$ cat src/common/adcrs_pkg.sv
package adcrs_pkg;
    localparam int          NUM_CHANNELS = 8;
    localparam int          CHAN_IDX_W   = 3;
    localparam int          DATA_W       = 10;
    localparam logic [7:0]  ENABLE_RESET = 8'h00;
    localparam logic [9:0]  DATA_RESET   = 10'h000;
    localparam logic [2:0]  CHAN_RESET   = 3'h0;
endpackage

$ cat src/verilog/adcrs_flags.sv
module adcrs_flags (
    // Clock and reset
    input  wire logic                                  ref_clk_in,
    input  wire logic                                  rst_in,
    // Conversion core
    input  wire logic                                  conv_done_in,
    input  wire logic [adcrs_pkg::CHAN_IDX_W-1:0]      conv_chan_in,
    input  wire logic [adcrs_pkg::DATA_W-1:0]          conv_data_in,
    // Software control
    input  wire logic [adcrs_pkg::NUM_CHANNELS-1:0]    chan_enable_set_in,
    input  wire logic [adcrs_pkg::NUM_CHANNELS-1:0]    chan_disable_in,
    input  wire logic                                  sleep_select_in,
    // Software reads
    input  wire logic                                  status_read_in,
    input  wire logic                                  last_result_read_in,
    input  wire logic                                  chan_result_read_in,
    input  wire logic [adcrs_pkg::CHAN_IDX_W-1:0]      chan_result_sel_in,
    // Status and data
    output logic [adcrs_pkg::NUM_CHANNELS-1:0]         chan_enabled_out,
    output logic [adcrs_pkg::NUM_CHANNELS-1:0]         chan_done_flag_out,
    output logic [adcrs_pkg::NUM_CHANNELS-1:0]         channel_overrun_flag_out,
    output logic                                       data_ready_flag_out,
    output logic                                       any_channel_overrun_flag_out,
    output logic [adcrs_pkg::DATA_W-1:0]               last_result_register_out,
    output logic [adcrs_pkg::CHAN_IDX_W-1:0]           last_result_chan_out,
    output logic [adcrs_pkg::DATA_W-1:0]               chan_result_data_out,
    output logic                                       sleep_active_out
);
    localparam int N = adcrs_pkg::NUM_CHANNELS;

    // Per-channel result storage
    logic [adcrs_pkg::DATA_W-1:0] channel_result_register [N];

    // Decoded events
    logic [N-1:0]                 conv_onehot;
    logic [N-1:0]                 chan_read_hit;
    logic [N-1:0]                 store_hit;
    logic                         store_any;
    logic [N-1:0]                 next_chan_enabled;

    // Flag set and clear terms
    logic [N-1:0]                 done_set;
    logic [N-1:0]                 done_clear;
    logic [N-1:0]                 chan_ovr_set;
    logic [N-1:0]                 chan_ovr_clear;
    logic                         ready_set;
    logic                         ready_clear;
    logic                         any_ovr_set;
    logic                         any_ovr_clear;

    // Sleep request waiting for a completion
    logic                         sleep_pending;

    // Completion counts if channel was enabled before any same-cycle disable
    always_comb begin
        conv_onehot = '0;
        conv_onehot[conv_chan_in] = conv_done_in;
        chan_read_hit = '0;
        chan_read_hit[chan_result_sel_in] = chan_result_read_in;
    end
    // Enable is judged before this cycle's disable, so a disabling
    // completion still counts; later completions on it are dropped
    assign store_hit = conv_onehot & chan_enabled_out;
    assign store_any = |store_hit;

    // Own result read clears that channel's done; last-result read clears done on every channel
    assign done_set   = store_hit;
    assign done_clear = chan_read_hit | {N{last_result_read_in}};

    // Completion onto a done flag not yet read is a channel overrun
    assign chan_ovr_set   = store_hit & chan_done_flag_out;
    assign chan_ovr_clear = {N{status_read_in}};

    // Channel result reads leave data ready alone
    assign ready_set   = store_any;
    assign ready_clear = last_result_read_in;

    // Judged on ready as it stood before this edge
    assign any_ovr_set   = store_any & data_ready_flag_out;
    assign any_ovr_clear = status_read_in;

    // Disable wins over a same-cycle enable
    always_comb begin
        next_chan_enabled = (chan_enabled_out | chan_enable_set_in) & ~chan_disable_in;
    end

    always_ff @(posedge ref_clk_in or posedge rst_in) begin
        if (rst_in) begin
            chan_enabled_out <= adcrs_pkg::ENABLE_RESET;
        end else begin
            chan_enabled_out <= next_chan_enabled;
        end
    end

    // Each channel keeps its own latest result
    for (genvar g = 0; g < N; g++) begin : g_result
        always_ff @(posedge ref_clk_in or posedge rst_in) begin
            if (rst_in) begin
                channel_result_register[g] <= adcrs_pkg::DATA_RESET;
            end else if (store_hit[g]) begin
                channel_result_register[g] <= conv_data_in;
            end
        end
    end

    // Last result follows every accepted completion, disabling ones too
    always_ff @(posedge ref_clk_in or posedge rst_in) begin
        if (rst_in) begin
            last_result_register_out <= adcrs_pkg::DATA_RESET;
            last_result_chan_out     <= adcrs_pkg::CHAN_RESET;
        end else if (store_any) begin
            last_result_register_out <= conv_data_in;
            last_result_chan_out     <= conv_chan_in;
        end
    end

    always_ff @(posedge ref_clk_in or posedge rst_in) begin
        if (rst_in) begin
            chan_result_data_out <= adcrs_pkg::DATA_RESET;
        end else begin
            chan_result_data_out <= channel_result_register[chan_result_sel_in];
        end
    end

    // End-of-conversion flags, one per channel
    adcrs_sticky_flag #(
        .WIDTH(N)
    ) done_flags (
        .ref_clk_in(ref_clk_in),
        .rst_in    (rst_in),
        .set_in    (done_set),
        .clear_in  (done_clear),
        .flag_out  (chan_done_flag_out)
    );

    // Overrun flags, one per channel
    adcrs_sticky_flag #(
        .WIDTH(N)
    ) chan_ovr_flags (
        .ref_clk_in(ref_clk_in),
        .rst_in    (rst_in),
        .set_in    (chan_ovr_set),
        .clear_in  (chan_ovr_clear),
        .flag_out  (channel_overrun_flag_out)
    );

    // Data ready
    adcrs_sticky_flag #(
        .WIDTH(1)
    ) ready_flag (
        .ref_clk_in(ref_clk_in),
        .rst_in    (rst_in),
        .set_in    (ready_set),
        .clear_in  (ready_clear),
        .flag_out  (data_ready_flag_out)
    );

    // General overrun
    adcrs_sticky_flag #(
        .WIDTH(1)
    ) any_ovr_flag (
        .ref_clk_in(ref_clk_in),
        .rst_in    (rst_in),
        .set_in    (any_ovr_set),
        .clear_in  (any_ovr_clear),
        .flag_out  (any_channel_overrun_flag_out)
    );

    // Requested setting, one cycle behind the pin
    always_ff @(posedge ref_clk_in or posedge rst_in) begin
        if (rst_in) begin
            sleep_pending <= 1'b0;
        end else begin
            sleep_pending <= sleep_select_in;
        end
    end

    // Taken over only at a completion, so an idle converter never sleeps early
    always_ff @(posedge ref_clk_in or posedge rst_in) begin
        if (rst_in) begin
            sleep_active_out <= 1'b0;
        end else if (conv_done_in) begin
            sleep_active_out <= sleep_pending;
        end
    end
endmodule

// Sticky flag bank: a set in the same cycle as a clear wins,
// so no completion is lost to a coinciding software access.
// Costs no more gates per bit than a plain clear-priority flag.
module adcrs_sticky_flag #(
    // Number of flags in the bank
    parameter int WIDTH = 1
) (
    // Clock and reset
    input  wire logic             ref_clk_in,
    input  wire logic             rst_in,
    // Events
    input  wire logic [WIDTH-1:0] set_in,
    input  wire logic [WIDTH-1:0] clear_in,
    // Flags
    output logic      [WIDTH-1:0] flag_out
);
    always_ff @(posedge ref_clk_in or posedge rst_in) begin
        if (rst_in) begin
            flag_out <= '0;
        end else begin
            flag_out <= (flag_out & ~clear_in) | set_in;
        end
    end
endmodule

$ cat config.mk
export PLATFORM = sky130hd
export DESIGN_NAME = adcrs_flags
export DESIGN_NICKNAME = d
export VERILOG_FILES = /design/src/common/adcrs_pkg.sv /design/src/verilog/adcrs_flags.sv
export SDC_FILE = /design/constraint.sdc
export NUM_CORES = 1
export LEC_CHECK = 0
export BUFFER_PORTS_ARGS = -buffer_cell sky130_fd_sc_hd__buf_2
export CELL_PAD_IN_SITES_DETAIL_PLACEMENT = 1
export CELL_PAD_IN_SITES_GLOBAL_PLACEMENT = 2
export CORE_MARGIN = 2
export CORE_UTILIZATION = 40
export DETAILED_ROUTE_END_ITERATION = 10
export PLACE_DENSITY_LB_ADDON = 0.1
export SLEW_MARGIN = 20
export SYNTH_ARGS = -nofsm -noshare
export SYNTH_HDL_FRONTEND = slang
export SYNTH_SLANG_ARGS = --single-unit
$ cat constraint.sdc
create_clock -name ref_clk_in -period 3.95 [get_ports ref_clk_in]
set_input_delay 0 -clock ref_clk_in [delete_from_list [all_inputs] [get_ports ref_clk_in]]
set_output_delay 0 -clock ref_clk_in [all_outputs]
set_load 0.005 [all_outputs]
Word-level counts from Yosys, hierarchy flattened
Cells that the tools add are included.
{"block": "totals", "regBits": 131, "input_bits": 39, "output_inout_bits": 50, "wordCells": 55}
{"block": "classes", "order_cmp": 5, "mux": 7, "n_bitwise": 22, "n_reduce_logical": 3}
{"operator": "bitwise AND 8 bit", "count": 7}
{"operator": "bitwise OR 8 bit", "count": 4}
{"operator": "binary-select mux 10 bit (select 3 bit)", "count": 1}
{"operator": "NOT 8 bit", "count": 3}
{"operator": "two-way mux 10 bit", "count": 2}
{"operator": "< comparator 3 x 4 -> 1 bit (second input constant)", "count": 2}
{"operator": "OR reduction 8 bit", "count": 1}
{"operator": "demux 1 bit (select 3 bit)", "count": 2}
{"operator": ">= comparator 3 x 1 -> 1 bit (second input constant)", "count": 2}
{"operator": ">= comparator 4 bit (second input constant)", "count": 1}
{"operator": "NOT 3 -> 4 bit", "count": 1}
{"operator": "bitwise AND 1 bit", "count": 3}
{"operator": "logical AND 1 bit", "count": 2}
{"operator": "two-way mux 1 bit", "count": 2}
{"operator": "NOT 1 bit", "count": 2}
{"operator": "bitwise OR 1 bit", "count": 2}

Logic depth before layout (Yosys ltp)
Gate-level depths: netlist (run 1).
{"block": "logic_depth", "depth_word": 9, "depth_mapped": 6, "ltp_nobuf": 4}

By module
A second synthesis (run 1) with hierarchy kept.
{"block": "hier_totals", "hier_cells": 443, "hier_area_um2": 5766.8}
{"mod": "adcrs_flags", "n_inst": 1, "cells_each": 385, "area_per_inst_um2": 5098.6, "seq_area_each_um2": 2827.7}
{"mod": "adcrs_sticky_flag at chan_ovr_flags ...", "n_inst": 2, "cells_each": 25, "area_per_inst_um2": 294.0, "seq_area_each_um2": 200.2}
{"mod": "adcrs_sticky_flag at any_ovr_flag ...", "n_inst": 2, "cells_each": 4, "area_per_inst_um2": 40.0, "seq_area_each_um2": 25.0}

Worst setup path before layout (run 1)
No wires, ideal clock.
{"block": "synth_timing", "path_type": "register to register", "startpoint": "register chan_enabled_out[0] in the netlist's numbering", "endpoint": "register last_result_chan_out[0] in the netlist's numbering", "setup_time_ns": 0.125, "t_arrival_ns": 1.398, "required_ns": 3.825, "path_slack_ns": 2.427, "path_stages_with_launch": 6, "n_path_buf": 1, "synth_period_minus_slack_ns": 1.523, "cell_sequence": "dfrtp_1 -> mux2_2 -> o2bb2ai_2 -> nor2_4 -> buf_8 -> mux2_4"}
{"block": "synth_between", "elab_chain_len": 2}
{"element": "start: declaration", "line": "adcrs_flags.sv:19", "rtl": "output logic [adcrs_pkg::NUM_CHANNELS-1:0] chan_enabled_out,"}
{"element": "start signal: assignment", "line": "adcrs_flags.sv:89", "rtl": "chan_enabled_out <= adcrs_pkg::ENABLE_RESET;"}
{"element": "start signal: assignment", "line": "adcrs_flags.sv:91", "rtl": "chan_enabled_out <= next_chan_enabled;"}
{"element": "bitwise AND 8 bit", "line": "adcrs_flags.sv:63", "rtl": "assign store_hit = conv_onehot & chan_enabled_out;"}
{"element": "OR reduction 8 bit", "line": "adcrs_flags.sv:64", "rtl": "assign store_any = |store_hit;"}
{"element": "end signal: assignment", "line": "adcrs_flags.sv:110", "rtl": "last_result_chan_out <= adcrs_pkg::CHAN_RESET;"}
{"element": "end signal: assignment", "line": "adcrs_flags.sv:113", "rtl": "last_result_chan_out <= conv_chan_in;"}
{"element": "end: declaration", "line": "adcrs_flags.sv:25", "rtl": "output logic [adcrs_pkg::CHAN_IDX_W-1:0] last_result_chan_out,"}
No other way between the ends.
A chain may end at the register's enable or synchronous reset.

Worst setup path after layout (run 1)
{"block": "layout_timing", "startpoint": "input conv_chan_in[0] in the netlist's numbering", "endpoint": "register channel_result_register[71] in the netlist's numbering"}
{"block": "layout_between", "elab_chain_len": 6, "word_cells_on_any_way": 7, "classes_between": "2 x order compare; 2 x mux; 2 x bitwise; 1 x reduce/logical"}
{"element": "start: declaration", "line": "adcrs_flags.sv:7", "rtl": "input wire logic [adcrs_pkg::CHAN_IDX_W-1:0] conv_chan_in,"}
{"element": "< comparator 3 x 4 -> 1 bit (implied by the code) / >= comparator 3 x 1 -> 1 bit (equally long branches)", "line": "adcrs_flags.sv:57", "rtl": "conv_onehot[conv_chan_in] = conv_done_in;"}
{"element": "logical AND 1 bit (implied by the code)", "line": "adcrs_flags.sv:57"}
{"element": "two-way mux 1 bit (implied by the code)", "line": "adcrs_flags.sv:57"}
{"element": "demux 1 bit (select 3 bit) *", "line": "adcrs_flags.sv:57"}
{"element": "bitwise AND 8 bit (no line) *"}
{"element": "bitwise AND 8 bit *", "line": "adcrs_flags.sv:63"}
{"element": "end signal: indexed assignment", "line": "adcrs_flags.sv:99", "rtl": "channel_result_register[g] <= adcrs_pkg::DATA_RESET;"}
{"element": "end signal: indexed assignment", "line": "adcrs_flags.sv:101", "rtl": "channel_result_register[g] <= conv_data_in;"}
{"element": "end: declaration", "line": "adcrs_flags.sv:32", "rtl": "logic [adcrs_pkg::DATA_W-1:0] channel_result_register [N];"}
Mark *: on every way between the ends. The rest lies on a longest branch, timed or not.

==> impl_metrics.yaml, run 1 <==
critical_path:
  critPathKind: "in2reg"
  path_cells: "dlygate4sd3_1 -> buf_2 -> nor3b_1 -> nand3b_1 -> mux2_2"
  cp_max_fo: 12
  critPathRequiredTime_ns: 4.25
  cp-end-kind: "register"
  crit_slowest_cell: "nand3b_1"
  reg2reg_depth: 4
  rrSetupSlack_ns: 2.09
  reg2reg_to: "last_result_register_out[7]"
  critPathLaunchType: "input port"
  cp.arrival_ns: 2.35
  timing.rr.start: "chan_enabled_out[0]"
  max_stage_delay_ns: 0.68
timing:
  tns_ns: 0
  tightest_slew_ns: 0.913
  timing.fmax_mhz: 488
  rsz0062_at_grt: "no"
  hold_viol: 0
  drv_slew: 0
  fin_crit_ns: 2.05
  finalSetupViolCount: 0
  clock_skew_ns: 0.00408
  max_slew_margin_pct: 39.1
  final.period_utilization_pct: 51.9
finish:
  layout-drive-gt1-share_pct: 51.7
  layout.nets: 529
  layout_commonest_cell: "dfrtp_1"
  fillers: 1392
  diodes: 0
  area_growth_pct: 26.3
  layout_common_cells: "dfrtp_1, mux2_2, buf_2"
  stdcell_area_um2: 7000
detailed_routing:
  drt_pass1_iterations: 4
  vias: 3488
  postRouteWirelength_mm: 12.8
  viasPerCell: 5.11
  wl_per_cell_um: 18.8
  ant_nets: 0
  first_iter_violations: 147
  drc_errors: 0
placed_design:
  numPortBuffers: 88
  gp_routability_congestion: 0.678
  dpl.hpwl_mm: 7.61
  dpl_cell_area_um2: 6160
clocking:
  cts.clk_slew.worst_paths_ns: 0.05
  tritoncts: "built"
  root_buffer: "clkbuf_16"
  clock_latency_ns: 0.42
  post_cts_buffers: 0
  cts-buffers-inserted: 17
  cts.path.max_buffers: 2
  ctsResizeCount: 0
  cts_max_level: 4
  cts.sinks: 131
global_routing:
  antenna_found_initial: 0
  grt_first_pass_wirelength_mm: 21.2
  track_usage_pct: 19.4
  grt_max_degree: 76
  grt_pass1_vias: 3822
  overflow: 0
logic_synthesis:
  synthAdderAreaFrac_pct: 0
  synth_compound_area_share_pct: 2.73
  synth_area_um2: 5540
  syn_nets: 399
  synth_simple_gate_area_share_pct: 4.58
  synth_xor_area_share_pct: 0
  synth.avg_cell_area_um2: 15.4
  synth_top_family_by_area: "multiplexers"
  ys_seq_area_share_pct: 59.2
  synthMuxAreaShare_pct: 30.3
  synthCells: 360
  yosysWarnings: 0
  synth_cell_types: 29
  synth-seq-cells: 131
min_path:
  hold_path.class: "in2reg"
  hold_path_depth: 2
  hold_path_end: "last_result_chan_out[1]"
  hold_start: "conv_chan_in[1]"
floorplan:
  die_h_um: 122
  die_w_um: 122
  rows: 43
  ios: 89
  core_area_um2: 13700
  dieArea_um2: 14800
  start_util_pct: 40.4
job:
  cap_violations: 0
pwr:
  p_per_area_nw_per_um2: 531
  vdd_ir_drop_max_uv: 290
  p_leak_nw: 3.27
run_status:
  status: "finished, final reports clean"
-- per-stage QoR --
stage / hold WS, ns / cells / utilization, % / total power [mW] / setup WS, ns
after floorplan: 0.0314 / 360 / - / 2.14 / 0.452
after global placement: 0.109 / 618 / 44.9 / 2.32 / 2.09
after detailed placement: 0.111 / 618 / 44.9 / 2.36 / 2.01
after CTS: 0.0725 / 683 / 51.0 / 3.77 / 1.88
after global routing: 0.0944 / 683 / 51.0 / 3.92 / 1.76
final: 0.0860 / 683 / 51.0 / 3.72 / 1.90
-- routing by layer --
layer  global-route usage, %  part of all wire [%]  wire, µm
met1                    25.3                    46      5850
met5                       0                     0         0
met2                    31.7                    49      6330
met4                    7.54                   1.7       217
met3                    4.31                   3.2       405
-- final cells by class --
class | count | area, µm² | share of cell area [%]
sequential | 131 | 3280 | 46.8
multi-input combinational | 197 | 2100 | 30.0
timing repair buffer | 129 | 831 | 11.9
clock buffer | 27 | 483 | 6.90
tap | 180 | 225 | 3.22
inverter | 14 | 55.1 | 0.786
clock inverter | 5 | 27.5 | 0.393
-- cell usage after synthesis, drive strengths merged --
library cell,instances,area share [%]
clkbuf,2,0.14
a31o,7,1.1
o2bb2ai,1,0.27
buf,16,2.1
o22ai,3,0.34
o21ai,8,0.72
inv,14,0.95
nand4b,3,0.47
nand2,11,0.75
or3b,2,0.32
nand3b,3,0.41
mux2i,3,0.54
and3,1,0.14
o21bai,1,0.14
nand4,1,0.11
dfrtp,131,59
nand2b,1,0.11
o311ai,1,0.16
nor2,21,1.6
nand3,2,0.18
nor3b,4,0.54
mux2,104,22
mux4,20,8.1
-- critical path: cells and delay by family --
kind / cells / cell delay, ns
AND/OR/NAND/NOR: 2 / 1.13
buffers and inverters: 2 / 0.69
multiplexers: 1 / 0.51
-- worst max path at each step --
stage          depth (start not counted)  slack (ns)           startpoint                          end
4_1_cts                                5        1.88      conv_chan_in[0]  channel_result_register[71]
6_report                               5        1.90      conv_chan_in[0]  channel_result_register[71]
3_5_place_dp                           4        2.01      conv_chan_in[0]  channel_result_register[71]
2_1_floorplan                          1        0.45               rst_in        any_ovr_flag.flag_out
3_3_place_gp                           4        2.09  chan_enabled_out[2]  last_result_register_out[5]
5_1_grt                                5        1.76      conv_chan_in[0]  channel_result_register[75]
-- report_power, final --
part           internal (mW)  leakage [nW]  switching (mW)  total [mW]
Sequential              1.61          1.66           0.129        1.74
Clock                  0.829         0.249           0.540        1.37
Combinational          0.391          1.36           0.213       0.605
-- timing repair --
item,4_1_cts,5_1_grt
hold buffers,33,0
endpoints found under the setup margin,0,0
hold endpoints to repair,189,0
-- kinds of logic after synthesis --
kind of cell,count (synthesis)
multiplexers,127
AO/OA/AOI/OAI,21
AND/OR/NAND/NOR,49
buffers and inverters,32
flip-flops,131
-- sequential cells by signal (all words and copies together), names as in the netlist --
register and flops:
chan_result_data_out 10, sleep_active_out 1, channel_result_register 80, any_ovr_flag.flag_out 1, chan_ovr_flags.flag_out 8, sleep_pending 1
last_result_chan_out 3, ready_flag.flag_out 1, last_result_register_out 10, chan_enabled_out 8, done_flags.flag_out 8
Power figures use the tool's default switching activity.
==> run 2, diff against run 1 <==
--- a/config.mk
+++ b/config.mk
@@ -5,11 +5,12 @@
 export SDC_FILE = /design/constraint.sdc
 export NUM_CORES = 1
 export LEC_CHECK = 0
+export ABC_AREA = 1
 export BUFFER_PORTS_ARGS = -buffer_cell sky130_fd_sc_hd__buf_2
 export CELL_PAD_IN_SITES_DETAIL_PLACEMENT = 1
 export CELL_PAD_IN_SITES_GLOBAL_PLACEMENT = 2
 export CORE_MARGIN = 2
-export CORE_UTILIZATION = 40
+export CORE_UTILIZATION = 34
 export DETAILED_ROUTE_END_ITERATION = 10
 export PLACE_DENSITY_LB_ADDON = 0.1
 export SLEW_MARGIN = 20
==> constraint.sdc (replaced) <==
create_clock -name ref_clk_in -period 1.95 [get_ports ref_clk_in]
set_input_delay 0 -clock ref_clk_in [delete_from_list [all_inputs] [get_ports ref_clk_in]]
set_output_delay 0 -clock ref_clk_in [all_outputs]
set_load 0.005 [all_outputs]
==> run 2 against run 1 <==
Against the previous run:
- via count is 30% higher
- total power is 100% higher
- sequential share of layout area is 0.46 points higher
- critical path depth is 2 higher
- clock-buffer cell count is 2 lower
- non-clock buffer count is 5 higher
- global-route usage is 0.69 points higher
- routed wire length is 22% higher
- flip-flop and latch count stayed put
- design area is 0.98% lower
- clock skew is 0.0037 ns higher
- area after synthesis is 3.4% lower
- largest power group unchanged
- highest routed layer unchanged
==> impl_metrics.yaml, run 2 <==
timing:
  rsz0062_at_grt: "no"
  drv_slew: 0
  hold_viol: 0
  clock_skew_ns: 0.00777
  tightest_slew_ns: 0.606
  fin_crit_ns: 1.48
  timing.fmax_mhz: 677
  finalSetupViolCount: 0
  max_slew_margin_pct: 59.5
  final.period_utilization_pct: 75.7
  tns_ns: 0
clocking:
  cts.path.max_buffers: 2
  cts_max_level: 4
  tritoncts: "built"
  cts-buffers-inserted: 17
  ctsResizeCount: 0
  clock_latency_ns: 0.42
  cts.sinks: 131
  root_buffer: "clkbuf_16"
  cts.clk_slew.worst_paths_ns: 0.06
placed_design:
  gp_routability_congestion: 0.732
  numPortBuffers: 88
  dpl.hpwl_mm: 10.1
  placed_cells: 886
  dpl_cell_area_um2: 6070
floorplan:
  start_util_pct: 34.9
  die_h_um: 129
  ios: 89
  rows: 45
  die_w_um: 129
  core_area_um2: 15300
  dieArea_um2: 16800
critical_path:
  cp.arrival_ns: 1.83
  critPathLaunchType: "register"
  critPathKind: "reg2reg"
  critPathRequiredTime_ns: 2.30
  cp_max_fo: 14
  rrSetupSlack_ns: 0.47
  cp-end-kind: "register"
finish:
  finalNonFillerCells: 949
  top_register: "channel_result_register"
  layout.nets: 765
  layout_common_cells: "o21ai_0, nand2_1, dfrtp_1"
  fillers: 1812
  stdcell_area_um2: 6930
  layout-drive-gt1-share_pct: 18.4
  top_regs: "channel_result_register: 80 flops, chan_result_data_out: 10 flops, last_result_register_out: 10 flops"
  area_growth_pct: 29.6
  largest_reg_flops: 80
  diodes: 0
  layout_commonest_cell: "o21ai_0"
logic_synthesis:
  synth_commonest_cells: "o21ai_0, nand2_1, dfrtp_1"
  synth_simple_gate_area_share_pct: 18.9
  synth_cell_types: 19
  synth_xor_area_share_pct: 0
  synthCells: 602
  synth_compound_area_share_pct: 15.1
  yosysWarnings: 0
  syn_nets: 641
  synth_area_leaders: "dfrtp_1, o21ai_0, nand2_1"
  synth_top_area_share_pct: 61.3
  synth_top_family_by_area: "simple AND/OR/NAND/NOR gates"
  synth_ff_type: "dfrtp_1"
  async_flop_share_pct: 100
  synth-seq-cells: 131
  ys_seq_area_share_pct: 61.3
  synthAdderAreaFrac_pct: 0
  yosys.area.top_type: "dfrtp_1"
  synthMuxAreaShare_pct: 0
  synth_area_um2: 5350
  synth_edf_count: 0
  yosysMostFrequentCell: "o21ai_0"
  synth.avg_cell_area_um2: 8.89
pwr:
  switching_power_mw: 1.92
  p_comb_share_pct: 13.2
  power.share.switching_pct: 25.7
  p_int_mw: 5.55
  power_frac_seq_pct: 46.4
  p_per_area_nw_per_um2: 1080
  vdd_ir_drop_max_uv: 677
  p_leak_nw: 3.47
  power_frac_clock_pct: 40.4
global_routing:
  grt_max_degree: 58
  antenna_found_initial: 0
  track_usage_pct: 20.1
  grt_first_pass_wirelength_mm: 25.4
  grt_pass1_vias: 4808
  overflow: 0
run_status:
  status: "finished, final reports clean"
detailed_routing:
  drc_errors: 0
  postRouteWirelength_mm: 15.6
  drt_pass1_iterations: 4
  vias: 4540
  viasPerCell: 4.78
  ant_nets: 0
  first_iter_violations: 251
  wl_per_cell_um: 16.4
job:
  cap_violations: 0
min_path:
  hold_path.class: "in2reg"
## run 2: cell types whose count changed after synthesis, sizes merged, moves of 4 or more
cell,delta
o21ai,+137
nand2,+123
mux2,-104
nor2,+72
clkbuf,+23
nand3,+22
mux4,-20
inv,+19
buf,-12
o2111ai,+9
a31o,-7
nor3b,-4
## run 2: logic make-up after synthesis
family / Yosys count
AND/OR/NAND/NOR: 252
AO/OA/AOI/OAI: 155
flip-flops: 131
buffers and inverters: 64
## run 2: final cells by class
cell class | count | area (µm²) | area share, %
sequential | 131 | 3280 | 47.3
tap | 211 | 264 | 3.81
clock buffer | 25 | 465 | 6.71
clock inverter | 6 | 80.1 | 1.16
multi-input combinational | 407 | 1820 | 26.2
inverter | 35 | 135 | 1.95
timing repair buffer | 134 | 891 | 12.8
## run 2: path summary, 6_finish.rpt
kind	startpoint	endpoint	cells past startpoint
worst min-delay path	status_read_in	chan_ovr_flags.flag_out[6]	4
max in group asynchronous	rst_in	channel_result_register[61]	4
worst max register to register	chan_enabled_out[6]	last_result_chan_out[0]	7
worst max-delay path	chan_enabled_out[6]	last_result_chan_out[0]	7
min in group asynchronous	rst_in	channel_result_register[18]	3
worst min register to register	sleep_pending	sleep_active_out	2
## run 2: per-stage QoR
| step | total power [mW] | setup WS, ns | hold WS [ns] | util (%) |
|---|---|---|---|---|
| 2_1_floorplan | 4.04 | 0.327 | 0.0314 | - |
| 3_3_place_gp | 4.40 | 0.553 | 0.107 | 39.6 |
| 3_5_place_dp | 4.46 | 0.459 | 0.108 | 39.6 |
| 4_1_cts | 7.57 | 0.451 | 0.00575 | 45.3 |
| 5_1_grt | 7.88 | 0.334 | 0.0607 | 45.3 |
| 6_report | 7.47 | 0.474 | 0.00649 | 45.3 |
## run 2: timing repair
action | in CTS | in global routing
hold buffers | 32 | 0
endpoints found under the hold margin | 67 | 0
buffers inserted | 0 | 0
## run 2: layer usage
layer	share of wire [%]	track usage (%)	routed length [µm]	vias to the layer above
met3	3.8	5.00	588	13
met4	1.4	5.50	219	0
met1	48	27.4	7430	2238
li1	-	-	-	2209
met2	47	32.0	7340	80
met5	0	0	0	-
## run 2: power by group through the flow
stage | combinational, mW | sequential, mW | clock (mW)
after floorplan | 0.575 | 3.46 | 0
after global placement | 0.915 | 3.49 | 0
final | 0.987 | 3.46 | 3.02
after CTS | 1.01 | 3.47 | 3.09
after global routing | 1.16 | 3.53 | 3.19
after detailed placement | 0.957 | 3.50 | 0
## run 2: critical path, cell delays in order (launching register included)
cell and delay (ns):
dfrtp_1 0.39, inv_1 0.06, nor2_1 0.04, nand2_1 0.08
nand2_1 0.10, nor2_2 0.48, nand3_1 0.16, nand2_1 0.11
==> run 3, diff against run 2 <==
--- a/config.mk
+++ b/config.mk
@@ -5,12 +5,12 @@
 export SDC_FILE = /design/constraint.sdc
 export NUM_CORES = 1
 export LEC_CHECK = 0
-export ABC_AREA = 1
+export ABC_AREA = 0
 export BUFFER_PORTS_ARGS = -buffer_cell sky130_fd_sc_hd__buf_2
 export CELL_PAD_IN_SITES_DETAIL_PLACEMENT = 1
 export CELL_PAD_IN_SITES_GLOBAL_PLACEMENT = 2
 export CORE_MARGIN = 2
-export CORE_UTILIZATION = 34
+export CORE_UTILIZATION = 36
 export DETAILED_ROUTE_END_ITERATION = 10
 export PLACE_DENSITY_LB_ADDON = 0.1
 export SLEW_MARGIN = 20
==> constraint.sdc (replaced) <==
create_clock -name ref_clk_in -period 1.3 [get_ports ref_clk_in]
set_input_delay 0 -clock ref_clk_in [delete_from_list [all_inputs] [get_ports ref_clk_in]]
set_output_delay 0 -clock ref_clk_in [all_outputs]
set_load 0.005 [all_outputs]
==> run 3 against run 2 <==
Against the previous run:
- the flow now finishes with violations (setup timing)
- non-clock buffer count rose by 52
- total power rose by 63%
- hold slack better by 0.061 ns
- critical path type unchanged
- largest power group unchanged
- highest routed layer unchanged
==> impl_metrics.yaml, run 3 (synthesis results as in run 1) <==
critical_path:
  critPathRequiredTime_ns: 1.60
  cp.arrival_ns: 1.82
  critPathLaunchType: "register"
  cp_max_fo: 8
  cp-end-kind: "register"
  critPathKind: "reg2reg"
  crit_slowest_cell: "dfrtp_1"
  max_stage_delay_ns: 0.37
  path_cells: "mux2_4 -> o2bb2ai_4 -> nor2_4 -> buf_12 -> mux2_4"
  worst_path_most_repeated_cell: "mux2_4"
timing:
  fin_crit_ns: 1.52
  final.setup.worst_slack_ns: -0.225
  timing.fmax_mhz: 656
  whs_ns: 0.0670
  hold_viol: 0
  tightest_slew_ns: 0.548
  final.period_utilization_pct: 117
  rsz0062_at_grt: "yes"
  max_slew_margin_pct: 63.5
  clock_skew_ns: 0.00423
  tns_ns: -5.40
  drv_slew: 0
  finalSetupViolCount: 80
floorplan:
  die_w_um: 128
  core_area_um2: 15100
  rows: 45
  dieArea_um2: 16400
  start_util_pct: 36.6
  die_h_um: 128
  ios: 89
finish:
  stdcell_area_um2: 8160
  diodes: 0
  area_growth_pct: 47.2
  layout_commonest_cell: "dfrtp_1"
  final_core_util_pct: 53.9
  layout.nets: 586
  largest_reg_flops: 80
  top_regs: "channel_result_register: 80 flops, chan_result_data_out: 10 flops, last_result_register_out: 10 flops"
  layout-drive-gt1-share_pct: 59.2
  top_register: "channel_result_register"
  layout_common_cells: "dfrtp_1, buf_2, mux2_4"
clocking:
  cts_max_level: 4
  cts.sinks: 131
  cts-buffers-inserted: 17
  cts.clk_slew.worst_paths_ns: 0.06
  clock_latency_ns: 0.41
  tritoncts: "built"
  root_buffer: "clkbuf_16"
  cts.path.max_buffers: 2
global_routing:
  met3_usage_pct: 3.92
  antenna_found_initial: 0
  grtUsageMet1_pct: 24.1
  busiest_layer: "met2"
  overflow: 0
  grt_first_pass_wirelength_mm: 23.1
  met2_usage_pct: 32.5
  grt_max_degree: 62
  track_usage_pct: 19.0
  grt_pass1_vias: 4149
detailed_routing:
  drt_pass1_iterations: 4
  first_iter_violations: 154
  drc_errors: 0
  wl_per_cell_um: 19.9
  viasPerCell: 4.98
  vias: 3703
  ant_nets: 0
  postRouteWirelength_mm: 14.8
pwr:
  p_int_mw: 9.37
  power_mw: 12.2
  p_leak_nw: 3.91
  p_comb_share_pct: 19.4
  power_frac_seq_pct: 43.7
  p_per_area_nw_per_um2: 1500
  switching_power_mw: 2.84
  vdd_ir_drop_max_uv: 944
  power_frac_clock_pct: 36.9
  power.share.switching_pct: 23.3
run_status:
  status: "finished with violations"
  violations: "setup timing"
placed_design:
  dpl_cell_area_um2: 6670
  gp_routability_congestion: 0.716
  numPortBuffers: 88
  dpl.hpwl_mm: 8.57
job:
  cap_violations: 0
min_path:
  hold_path.class: "in2reg"
-- run 3: cell count changes in the layout (fill, tap and decap cells not counted), sizes merged, moves of 4 or more --
cell,delta
nor3b,+4
inv,-19
nand2,-123
nor2,-72
mux4,+20
nand3,-22
o21ai,-137
mux2,+104
buf,+48
o2111ai,-9
a31o,+7
-- run 3: cell type report --
type	count	area [µm²]
Inverter	14	56.3
Clock inverter	7	85.1
Clock buffer	21	460
Timing Repair Buffer	186	1590
Sequential cell	131	3280
Tap cell	188	235
Multi-Input combinational cell	197	2450
Fill cell	1484	6990
-- run 3: path summary, 6_finish.rpt --
path | endpoint | slack, ns | cells past startpoint | from
max in group asynchronous | channel_result_register[18] | 0.70 | 4 | rst_in
worst max-delay path | last_result_register_out[3] | -0.22 | 5 | chan_enabled_out[0]
worst min-delay path | chan_result_data_out[8] | 0.07 | 3 | chan_result_sel_in[0]
min in group asynchronous | ready_flag.flag_out | 0.25 | 4 | rst_in
worst max register to register | last_result_register_out[3] | -0.22 | 5 | chan_enabled_out[0]
worst min register to register | sleep_active_out | 0.48 | 1 | sleep_pending
-- run 3: repair_timing --
action	in CTS	in global routing
gates resized for setup	44	58
cloned	3	3
hold buffers	33	0
buffers inserted	9	7
endpoints found under the hold margin	245	0
endpoints found under the setup margin	84	101
pin swaps	0	3
-- run 3: worst max-delay path, delay by kind of cell (launching register included) --
kind	cells	cell delay, ns
AOI/OAI and AO/OA	1	0.13
buffers and inverters	1	0.16
DFF	1	0.37
muxes	2	0.59
and+or+nand+nor	1	0.15
-- run 3: through the flow --
stage / setup WS [ns] / cells
floorplan: -0.323 / 360
global placement: -0.210 / 663
detailed placement: -0.226 / 663
CTS: -0.222 / 736
global route: -0.272 / 744
finish: -0.225 / 744
-- run 3: power by group through the flow --
stage | clock network [mW] | registers [mW] | logic [mW]
floorplan | 0 | 5.28 | 1.26
global placement | 0 | 5.33 | 1.90
detailed placement | 0 | 5.37 | 1.96
CTS | 4.60 | 5.32 | 2.21
global route | 4.79 | 5.45 | 2.57
finish | 4.51 | 5.34 | 2.36
-- run 3: per-layer routing --
layer / vias to the layer above / share of wire, %
li1: 1672 / -
met1: 1946 / 45
met2: 68 / 51
met3: 17 / 2.6
met4: 0 / 1.5
met5: - / 0
